File: src/rtl/chi_regs.vh
// Register offsets, field positions, reset values and counts for the sequencer.
`ifndef CHI_REGS_VH
`define CHI_REGS_VH
`define CHI_OFF_START 8'h00
`define CHI_OFF_OPCTL 8'h04
`define CHI_OFF_STATUS 8'h08
`define CHI_OFF_FLAGS 8'h0C
`define CHI_OFF_CFG 8'h10
`define CHI_OFF_ARG 8'h14
`define CHI_OFF_RCA 8'h18
`define CHI_OFF_BLKCNT 8'h1C
`define CHI_OFF_RESP 8'h20
`define CHI_OFF_DATA 8'h24
`define CHI_OFF_FIFOCLR 8'h28
`define CHI_START_BIT 0
`define CHI_ABORT_BIT 0
`define CHI_RDCONT_BIT 1
`define CHI_ST_BUSY 0
`define CHI_ST_CARD_BUSY 1
`define CHI_ST_SUSP 2
`define CHI_FL_CMD_SENT 0
`define CHI_FL_RESP_RCVD 1
`define CHI_FL_RESP_TOUT 2
`define CHI_FL_CRC_FAIL 3
`define CHI_FL_DATA_TOUT 4
`define CHI_FL_BUSY_END 5
`define CHI_FL_XFER_END 6
`define CHI_FL_FIFO_FULL 7
`define CHI_FL_BLK_END 8
`define CHI_NFLAGS 9
`define CHI_CFG_RESET 32'h0000_0000
`define CHI_RESP_NONE 2'h0
`define CHI_RESP_SHORT 2'h1
`define CHI_RESP_BUSY 2'h2
`define CHI_DM_NONE 2'h0
`define CHI_DM_SINGLE 2'h1
`define CHI_DM_OPEN 2'h2
`define CHI_DM_PREDEF 2'h3
`define CHI_CMD_BITS 8'h28
`define CHI_FRAME_BITS 8'h2F
`define CHI_FRAME_DONE 8'h30
`define CHI_RESP_TOUT 8'h40
`define CHI_DATA_TOUT 16'h0400
`define CHI_BLK_DATA_BITS 8'h80
`define CHI_BLK_CRC_END 8'h90
`define CHI_BLK_BYTES 6'h10
`define CHI_FIFO_DEPTH 6'h20
`endif

File: src/rtl/chi_sequencer.v
// Card host command sequencer with APB registers and a receive FIFO.
`timescale 1ns/1ns
`default_nettype none
`include "chi_regs.vh"
// Contract
// - Relative-address commands carry the card's address in bits 31:16.
// - Start bit begins the command frame; line driven through the end bit.
// - No-response command ends with busy cleared and command-sent flag.
// - A missing expected response raises the response timeout flag.
// - No-data command ends at response with busy cleared, response flag.
// - Card data-busy is a status bit; its end raises busy-end flag.
// - Command and data pins float when undriven; pull-ups read high.
// - Open-ended multi-block read suspends after every block.
// - A full FIFO between blocks suspends the sequence until continued.
// - Block suspension flags transfer end; FIFO suspension flags FIFO full.
// - Read end clears busy and flags transfer end or block-count end.
// - Abort after CRC error or data timeout clears FIFO, ends sequence.
// - Block counter decrements per block; sequence ends at zero.
module chi_sequencer (
	input wire core_clk, // System clock, 20 MHz.
	input wire resetn, // Synchronous reset, active low.
	input wire psel, // APB select.
	input wire penable, // APB enable.
	input wire pwrite, // APB write.
	input wire [7:0] paddr, // APB byte address.
	input wire [31:0] pwdata, // APB write data.
	output reg [31:0] prdata, // APB read data.
	output reg pready, // APB ready.
	output reg pslverr, // APB error for unmapped address.
	input wire link_clk_in, // Card transfer clock, sampled.
	input wire cmd_line_pin_in, // Command line level.
	output reg cmd_line_pin_out, // Command line drive value.
	output reg cmd_line_pin_oe_n, // Command line enable, low drives.
	input wire data_line_pin_in, // Data line level.
	output reg data_line_pin_out, // Data line drive value.
	output reg data_line_pin_oe_n // Data line enable, low drives.
);
	localparam S_IDLE = 3'd0;
	localparam S_CTX = 3'd1;
	localparam S_RWAIT = 3'd2;
	localparam S_RRX = 3'd3;
	localparam S_DWAIT = 3'd4;
	localparam S_DRX = 3'd5;
	localparam S_SUSP = 3'd6;
	localparam S_ERR = 3'd7;

	function [6:0] crc7_step;
		input [6:0] c;
		input b;
		begin
			crc7_step = {c[5:0], 1'b0} ^ ((b ^ c[6]) ? 7'h09 : 7'h00);
		end
	endfunction

	function [15:0] crc16_step;
		input [15:0] c;
		input b;
		begin
			crc16_step = {c[14:0], 1'b0} ^ ((b ^ c[15]) ? 16'h1021 : 16'h0000);
		end
	endfunction

	wire [2:0] sync_w;
	reg lclk_prev_q;
	reg [2:0] state_q;
	reg busy_q;
	reg [31:0] cfg_q;
	reg [31:0] arg_q;
	reg [15:0] rca_q;
	reg [15:0] blk_q;
	reg [31:0] resp_q;
	reg [`CHI_NFLAGS-1:0] flags_q;
	reg [`CHI_NFLAGS-1:0] flag_pulse_q;
	reg [7:0] cnt_q;
	reg [39:0] tx_q;
	reg [47:0] rx_q;
	reg [6:0] crc7_q;
	reg [15:0] crc16_q;
	reg [7:0] byte_q;
	reg [15:0] tout_q;
	reg watch_q;
	reg card_busy_q;
	reg [7:0] fifo_mem [0:31];
	reg [5:0] wp_q;
	reg [5:0] rp_q;

	chi_sync #(.W(3)) u_sync (
		.core_clk(core_clk),
		.resetn(resetn),
		.d_async({link_clk_in, cmd_line_pin_in, data_line_pin_in}),
		.d_sync(sync_w)
	);

	wire l_rise = sync_w[2] & ~lclk_prev_q;
	wire l_fall = ~sync_w[2] & lclk_prev_q;
	wire cmd_i = sync_w[1];
	wire dat_i = sync_w[0];
	wire wr_en = psel & penable & pwrite & pready;
	wire rd_en = psel & penable & ~pwrite & pready;
	wire [5:0] fifo_cnt = wp_q - rp_q;
	wire fifo_empty = (fifo_cnt == 6'h00);
	wire no_room = (fifo_cnt > (`CHI_FIFO_DEPTH - `CHI_BLK_BYTES));
	wire [5:0] idx = cfg_q[5:0];
	wire [1:0] rtype = cfg_q[7:6];
	wire [1:0] dmode = cfg_q[9:8];
	wire use_rca = cfg_q[10];
	wire [47:0] rx_next = {rx_q[46:0], cmd_i};
	wire [7:0] byte_next = {byte_q[6:0], dat_i};
	wire start_wr = wr_en && paddr == `CHI_OFF_START && pwdata[`CHI_START_BIT];
	wire abort_wr = wr_en && paddr == `CHI_OFF_OPCTL && pwdata[`CHI_ABORT_BIT];
	wire cont_wr = wr_en && paddr == `CHI_OFF_OPCTL && pwdata[`CHI_RDCONT_BIT];
	wire clr_wr = wr_en && paddr == `CHI_OFF_FIFOCLR;
	wire push = state_q == S_DRX && l_rise && cnt_q < `CHI_BLK_DATA_BITS &&
		cnt_q[2:0] == 3'h7;
	wire pop = rd_en && paddr == `CHI_OFF_DATA && !fifo_empty;
	wire [`CHI_NFLAGS-1:0] flag_clr = (wr_en && paddr == `CHI_OFF_FLAGS) ?
		pwdata[`CHI_NFLAGS-1:0] : {`CHI_NFLAGS{1'b0}};
	wire addr_ok = paddr[1:0] == 2'h0 && paddr <= `CHI_OFF_FIFOCLR;

	// APB slave: zero-wait, ready in the first access cycle.
	always @(posedge core_clk) begin
		if (!resetn) begin
			pready <= 1'b0;
			pslverr <= 1'b0;
			prdata <= 32'h0000_0000;
		end else begin
			pready <= psel & ~penable;
			pslverr <= psel & ~penable & ~addr_ok;
			if (psel && !penable && !pwrite) begin
				case (paddr)
				`CHI_OFF_STATUS: prdata <= {29'h0000_0000,
					state_q == S_SUSP, card_busy_q, busy_q};
				`CHI_OFF_FLAGS: prdata <= {23'h00_0000, flags_q};
				`CHI_OFF_CFG: prdata <= cfg_q;
				`CHI_OFF_ARG: prdata <= arg_q;
				`CHI_OFF_RCA: prdata <= {rca_q, 16'h0000};
				`CHI_OFF_BLKCNT: prdata <= {16'h0000, blk_q};
				`CHI_OFF_RESP: prdata <= resp_q;
				`CHI_OFF_DATA: prdata <= {24'h00_0000, fifo_mem[rp_q[4:0]]};
				default: prdata <= 32'h0000_0000;
				endcase
			end
		end
	end

	// Flags are sticky; a new event beats a clear in the same cycle.
	always @(posedge core_clk) begin
		if (!resetn) begin
			flags_q <= {`CHI_NFLAGS{1'b0}};
		end else begin
			flags_q <= (flags_q & ~flag_clr) | flag_pulse_q;
		end
	end

	// Receive FIFO storage.
	always @(posedge core_clk) begin
		if (push) begin
			fifo_mem[wp_q[4:0]] <= byte_next;
		end
	end

	always @(posedge core_clk) begin
		if (!resetn) begin
			wp_q <= 6'h00;
			rp_q <= 6'h00;
		end else if (clr_wr || abort_wr) begin
			wp_q <= 6'h00;
			rp_q <= 6'h00;
		end else begin
			if (push) begin
				wp_q <= wp_q + 6'h01;
			end
			if (pop) begin
				rp_q <= rp_q + 6'h01;
			end
		end
	end

	// Setup registers. The block counter is also stepped by the sequencer.
	always @(posedge core_clk) begin
		if (!resetn) begin
			cfg_q <= `CHI_CFG_RESET;
			arg_q <= 32'h0000_0000;
			rca_q <= 16'h0000;
		end else if (wr_en) begin
			if (paddr == `CHI_OFF_CFG) begin
				cfg_q <= pwdata;
			end
			if (paddr == `CHI_OFF_ARG) begin
				arg_q <= pwdata;
			end
			if (paddr == `CHI_OFF_RCA) begin
				rca_q <= pwdata[31:16];
			end
		end
	end

	// Card data-busy watch after a busy-type response.
	always @(posedge core_clk) begin
		if (!resetn || abort_wr || start_wr) begin
			watch_q <= 1'b0;
			card_busy_q <= 1'b0;
		end else begin
			if (state_q == S_RRX && l_rise && cnt_q == `CHI_FRAME_BITS &&
				rtype == `CHI_RESP_BUSY) begin
				watch_q <= 1'b1;
			end
			if (watch_q && !dat_i) begin
				card_busy_q <= 1'b1;
			end else if (watch_q && card_busy_q && dat_i) begin
				card_busy_q <= 1'b0;
				watch_q <= 1'b0;
			end
		end
	end

	// Command and data sequencer.
	always @(posedge core_clk) begin
		if (!resetn) begin
			lclk_prev_q <= 1'b1;
			state_q <= S_IDLE;
			busy_q <= 1'b0;
			blk_q <= 16'h0000;
			resp_q <= 32'h0000_0000;
			flag_pulse_q <= {`CHI_NFLAGS{1'b0}};
			cnt_q <= 8'h00;
			tx_q <= 40'h00_0000_0000;
			rx_q <= 48'h0000_0000_0000;
			crc7_q <= 7'h00;
			crc16_q <= 16'h0000;
			byte_q <= 8'h00;
			tout_q <= 16'h0000;
			cmd_line_pin_out <= 1'b1;
			cmd_line_pin_oe_n <= 1'b1;
			data_line_pin_out <= 1'b1;
			data_line_pin_oe_n <= 1'b1;
		end else begin
			lclk_prev_q <= sync_w[2];
			flag_pulse_q <= {`CHI_NFLAGS{1'b0}};
			flag_pulse_q[`CHI_FL_BUSY_END] <= watch_q & card_busy_q & dat_i;
			if (wr_en && paddr == `CHI_OFF_BLKCNT) begin
				blk_q <= pwdata[15:0];
			end
			if (abort_wr) begin
				// Abort wins over everything and releases the line at once.
				state_q <= S_IDLE;
				busy_q <= 1'b0;
				cmd_line_pin_oe_n <= 1'b1;
				cmd_line_pin_out <= 1'b1;
			end else begin
				case (state_q)
				S_IDLE: begin
					if (start_wr) begin
						busy_q <= 1'b1;
						state_q <= S_CTX;
						cnt_q <= 8'h00;
						crc7_q <= 7'h00;
						tx_q <= {2'b01, idx,
							use_rca ? {rca_q, arg_q[15:0]} : arg_q};
					end
				end
				S_CTX: begin
					// Bits change on falling edges so the card samples on rising.
					if (l_fall) begin
						cnt_q <= cnt_q + 8'h01;
						if (cnt_q < `CHI_CMD_BITS) begin
							cmd_line_pin_oe_n <= 1'b0;
							cmd_line_pin_out <= tx_q[39];
							tx_q <= {tx_q[38:0], 1'b0};
							crc7_q <= crc7_step(crc7_q, tx_q[39]);
						end else if (cnt_q < `CHI_FRAME_BITS) begin
							cmd_line_pin_out <= crc7_q[6];
							crc7_q <= {crc7_q[5:0], 1'b0};
						end else if (cnt_q == `CHI_FRAME_BITS) begin
							cmd_line_pin_out <= 1'b1;
						end else begin
							// End bit has stood a full period; release.
							cmd_line_pin_oe_n <= 1'b1;
							flag_pulse_q[`CHI_FL_CMD_SENT] <= 1'b1;
							tout_q <= 16'h0000;
							if (rtype == `CHI_RESP_NONE) begin
								busy_q <= 1'b0;
								state_q <= S_IDLE;
							end else begin
								state_q <= S_RWAIT;
							end
						end
					end
				end
				S_RWAIT: begin
					if (l_rise) begin
						if (!cmd_i) begin
							state_q <= S_RRX;
							cnt_q <= 8'h01;
							rx_q <= rx_next;
							crc7_q <= crc7_step(7'h00, cmd_i);
						end else if (tout_q[7:0] == `CHI_RESP_TOUT) begin
							flag_pulse_q[`CHI_FL_RESP_TOUT] <= 1'b1;
							state_q <= S_ERR;
						end else begin
							tout_q <= tout_q + 16'h0001;
						end
					end
				end
				S_RRX: begin
					if (l_rise) begin
						rx_q <= rx_next;
						cnt_q <= cnt_q + 8'h01;
						if (cnt_q < `CHI_CMD_BITS) begin
							crc7_q <= crc7_step(crc7_q, cmd_i);
						end
						if (cnt_q == `CHI_FRAME_BITS) begin
							resp_q <= rx_next[39:8];
							tout_q <= 16'h0000;
							if (rx_next[7:1] != crc7_q) begin
								flag_pulse_q[`CHI_FL_CRC_FAIL] <= 1'b1;
								state_q <= S_ERR;
							end else begin
								flag_pulse_q[`CHI_FL_RESP_RCVD] <= 1'b1;
								if (dmode == `CHI_DM_NONE) begin
									busy_q <= 1'b0;
									state_q <= S_IDLE;
								end else begin
									state_q <= S_DWAIT;
								end
							end
						end
					end
				end
				S_DWAIT: begin
					if (l_rise) begin
						if (!dat_i) begin
							state_q <= S_DRX;
							cnt_q <= 8'h00;
							crc16_q <= 16'h0000;
						end else if (tout_q == `CHI_DATA_TOUT) begin
							flag_pulse_q[`CHI_FL_DATA_TOUT] <= 1'b1;
							state_q <= S_ERR;
						end else begin
							tout_q <= tout_q + 16'h0001;
						end
					end
				end
				S_DRX: begin
					if (l_rise) begin
						cnt_q <= cnt_q + 8'h01;
						byte_q <= byte_next;
						if (cnt_q < `CHI_BLK_CRC_END) begin
							// Data plus its CRC leaves a zero remainder.
							crc16_q <= crc16_step(crc16_q, dat_i);
						end else begin
							tout_q <= 16'h0000;
							if (crc16_q != 16'h0000) begin
								flag_pulse_q[`CHI_FL_CRC_FAIL] <= 1'b1;
								state_q <= S_ERR;
							end else if (dmode == `CHI_DM_SINGLE) begin
								busy_q <= 1'b0;
								flag_pulse_q[`CHI_FL_XFER_END] <= 1'b1;
								state_q <= S_IDLE;
							end else if (dmode == `CHI_DM_PREDEF &&
								blk_q == 16'h0001) begin
								blk_q <= 16'h0000;
								busy_q <= 1'b0;
								flag_pulse_q[`CHI_FL_BLK_END] <= 1'b1;
								state_q <= S_IDLE;
							end else begin
								if (dmode == `CHI_DM_PREDEF) begin
									blk_q <= blk_q - 16'h0001;
								end
								if (dmode == `CHI_DM_OPEN) begin
									flag_pulse_q[`CHI_FL_XFER_END] <= 1'b1;
									state_q <= S_SUSP;
								end else if (no_room) begin
									state_q <= S_SUSP;
								end else begin
									state_q <= S_DWAIT;
								end
								// A FIFO that cannot take a whole block stops the stream.
								flag_pulse_q[`CHI_FL_FIFO_FULL] <= no_room;
							end
						end
					end
				end
				S_SUSP: begin
					if (cont_wr) begin
						tout_q <= 16'h0000;
						state_q <= S_DWAIT;
					end
				end
				S_ERR: begin
					// Stays busy; only an abort leaves here.
					busy_q <= 1'b1;
				end
				default: begin
					state_q <= S_IDLE;
				end
				endcase
			end
		end
	end
endmodule
`default_nettype wire

File: src/rtl/chi_sync.v
// Two-flop synchroniser for a group of asynchronous inputs.
`timescale 1ns/1ns
`default_nettype none
module chi_sync #(
	parameter W = 3
) (
	input wire core_clk, // Sampling clock.
	input wire resetn, // Synchronous reset, active low.
	input wire [W-1:0] d_async, // Inputs from outside the clock domain.
	output wire [W-1:0] d_sync // Synchronised copies.
);
	reg [W-1:0] s1_q;
	reg [W-1:0] s2_q;
	genvar i;
	generate
		for (i = 0; i < W; i = i + 1) begin : g_bit
			// Idle lines are pulled up, so reset to high.
			always @(posedge core_clk) begin
				if (!resetn) begin
					s1_q[i] <= 1'b1;
					s2_q[i] <= 1'b1;
				end else begin
					s1_q[i] <= d_async[i];
					s2_q[i] <= s1_q[i];
				end
			end
		end
	endgenerate
	assign d_sync = s2_q;
endmodule
`default_nettype wire

File: config.mk
export PLATFORM = sky130hd
export DESIGN_NAME = chi_sequencer
export DESIGN_NICKNAME = d
export VERILOG_FILES = /design/src/rtl/chi_sequencer.v /design/src/rtl/chi_sync.v
export VERILOG_INCLUDE_DIRS = /design/src /design/src/rtl
export SDC_FILE = /design/constraint.sdc
export NUM_CORES = 1
export LEC_CHECK = 0
export ABC_CLOCK_PERIOD_IN_PS = 2900
export BUFFER_PORTS_ARGS = -buffer_cell sky130_fd_sc_hd__buf_2
export CORE_MARGIN = 8
export CORE_UTILIZATION = 55
export DETAILED_ROUTE_END_ITERATION = 8
export GPL_TIMING_DRIVEN = 1
export PLACE_DENSITY = 0.79
export SLEW_MARGIN = 20
export SYNTH_ARGS = -nofsm -noshare
export SYNTH_HDL_FRONTEND = slang
export SYNTH_SLANG_ARGS = --single-unit
export TNS_END_PERCENT = 5
File: constraint.sdc
create_clock -name core_clk -period 2.9 [get_ports core_clk]
set_input_delay 0.58 -clock core_clk [delete_from_list [all_inputs] [get_ports core_clk]]
set_output_delay 0.58 -clock core_clk [all_outputs]
set_load 0.05 [all_outputs]
==> qor.yml <==
maxSlewHeadroom_pct: 25.3
ys_warn_count: 0
vdd_ir_drop_max_v: 0.000547
synthArstFlopShare_pct: 0
min_period_ns: 2.85
slowest_stage: "o41ai_2"
setup_viol: 0
drt_pass1_iterations: 6
worst-path-buf-inv: 1
cts_tree: "built"
die_h_um: 231
finalMaxSlewViolations: 0
num-fill-cells: 3376
vias_per_cell: 6.26
drive_gt1_share_pct: 17.2
drt-total-wl_um: 69300
yosys.area.top_type: "edfxtp_1"
finalCritPeriodShare_pct: 98.4
ys_seq_elements: 601
whs_endpoint: "u_sync.s1_q[2]"
clk_pin_slew_ns: 0.06
reg2regPathDepth: 9
worst_pin_slew_ns: 1.12
ys_seq_area_share_pct: 57.5
grt_overflow_total: 0
core.rowCount: 78
dpl_worst_slack_ns: -0.107
n_antenna_cell: 0
wl_per_cell_um: 22.2
drc: 0
syn_inst: 2368
grt_pass1_wl_um: 108000
drt-met1-wl_um: 27700
setup_ws_ns: 0.0453
core_um2: 45500
io_pins: 86
grt_max_degree: 107
fmax_mhz: 350
start_util_pct: 55.8
htreeDepth: 2
clockRootBuffer: "clkbuf_16"
pwr-share-comb_pct: 8.5
hold_start: "link_clk_in"
rsz0062_at_grt: "true"
synthFlopType: "dfxtp_1"
start_kind: "register"
netlist_top_cells_area: "edfxtp_1 (30%), dfxtp_1 (27%), nand2_1 (7.2%)"
vias: 19600
numPortBuffers: 83
antenna_left: 0
nNetsFinal: 2549
power_density_nw_per_um2: 634
drt-initial-drc-count: 2310
crit_path_end_kind: "register"
ctsLongestPathBuffers: 3
p_leak_nw: 9.60
die_w_um: 231
hold_viol: 0
hpwl_um: 44300
synth.top_cell.area_share_pct: 30.3
pwr-share-clk_pct: 42.9
arrival_ns: 3.40
maxCapViolCount: 0
seqPwrFrac_pct: 48.5
mostFrequentLayoutCell: "nand2_1"
critical_path.max_stage_delay_ns: 0.73
worstSetupPathType: "reg2reg"
min_path_cells: 2
p_int_mw: 14.1
status: "finished clean"
p_sw_share_pct: 24.0
wl_met2_um: 33100
synth_edf_count: 256
hp-class: "in2reg"
met3_length_um: 5920
rr_startpoint: "wp_q[0]"
r2r_setup_slack_ns: 0.05
highest-signal-layer: "met5"
cts_made_buffers: 59
cp_cell_sequence: "inv_1, ha_1, fa_1, xnor2_2, nor3_1, mux2i_1, o41ai_2, o21ai_0, a21oi_1"
crit_path_max_fanout: 8
syn_area_um2: 25400
avgSynthCellArea_um2: 10.7
final_cell_mix: "nand2_1 (489), dfxtp_1 (336), edfxtp_1 (256)"
cts_num_sinks: 601
antenna_found_initial: 1
grt_use_total_pct: 25.4
crit_family: "compound AO/OA/AOI/OAI gates"
power.switching_mw: 4.45
first_global_vias: 19200
synth_cell_types: 81
final_util_pct: 64.2
clock_latency_ns: 0.64
die-area_um2: 53200
area_growth_pct: 15.2
gp_congestion: 0.952
critPathRequiredTime_ns: 3.44
fin_skew_ns: 0.0206
-- state kept, by name (all words and copies together) (netlist names), 6 cells and up, named ones only --
signal,flops
fifo_mem,256
crc7_q,7
blk_q,16
tx_q,40
flag_pulse_q,9
crc16_q,16
rca_q,16
tout_q,16
rp_q,6
byte_q,7
arg_q,32
resp_q,32
cnt_q,8
prdata,32
rx_q,39
wp_q,6
cfg_q,32
flags_q,9
-- power by group through the flow --
stage	Combinational [mW]	Sequential (mW)	Clock, mW
floorplan	1.05	9.14	0
finish	1.58	8.99	7.95
CTS	1.55	8.98	8.00
global placement	1.49	9.16	0
detailed placement	1.54	9.16	0
global route	1.72	9.00	8.35
-- synth_stat cells (all sizes together), types with 4 or more instances --
master and count:
o31ai 7, o41ai 6, o21ai 36, mux4 80
nand2b 12, a222oi 9, or3b 9, and3 12
nor4 14, o211ai 19, mux2i 40, ha 16
nor2 166, a21o 4, nand3b 12, o21a 4
and2 14, a22oi 59, xnor2 14, nor2b 4
a31oi 10, or4 14, xor2 18, clkbuf 131
edfxtp 256, buf 28, nor4b 4, nand2 490
a311oi 25, nand3 46, dfxtp 345, nand4 11
a211oi 6, inv 23, a21boi 77, or3 11
a21oi 235, nor3 37, o22ai 7, or2 12
mux2 4, nor3b 4
-- per-stage QoR --
step / power, mW / instances / hold slack [ns] / cell area [µm²] / setup TNS [ns]
finish: 18.5 / 3130 / 0.127 / 29200 / 0
CTS: 18.5 / 3130 / 0.103 / 29200 / 0
floorplan: 10.2 / 2369 / 0.386 / 25400 / 0
global route: 19.1 / 3130 / 0.123 / 29200 / -1.78
detailed placement: 10.7 / 3023 / 0.399 / 27200 / -0.327
global placement: 10.7 / 3023 / 0.400 / 27200 / -0.0506
-- timing repair --
action,4_1_cts,5_1_grt
buffers inserted,0,0
setup endpoints to repair,0,12
gates resized for setup,0,1
hold buffers,0,0
-- cell families after synthesis --
family / share of synthesized area (%)
AOI/OAI and AO/OA: 13.3
buffers and inverters: 2.82
muxes: 8.86
DFF: 57.5
other: 0.0148
adders and majority gates: 0.908
xor gates and xnor gates: 1.11
and+or+nand+nor: 15.4
-- worst max path at each step --
stage	endpoint	slack, ns	cells past startpoint	from
floorplan	prdata[3]	0.19	7	register
finish	register	0.05	9	wp_q[0]
global route	rp_q[4]	-0.20	10	wp_q[0]
CTS	rp_q[2]	0.11	9	wp_q[0]
detailed placement	tout_q[9]	-0.11	9	paddr[5]
global placement	tout_q[9]	-0.05	9	paddr[5]
-- final cells by class --
class	instances	area, µm²	area share, %
Clock inverter	29	379	1.30
Tap cell	600	751	2.57
Timing Repair Buffer	213	1630	5.58
Sequential cell	601	14600	50.0
Inverter	24	95.1	0.326
Multi-Input combinational cell	1585	10100	34.6
Clock buffer	78	1630	5.58
-- layer usage --
metal	vias up	GRT usage (%)
met2	957	41.8
met5	-	0
met4	2	10.9
met1	9615	32.6
met3	187	4.78
li1	8818	-
No activity file was read; power rests on OpenSTA's default activity.
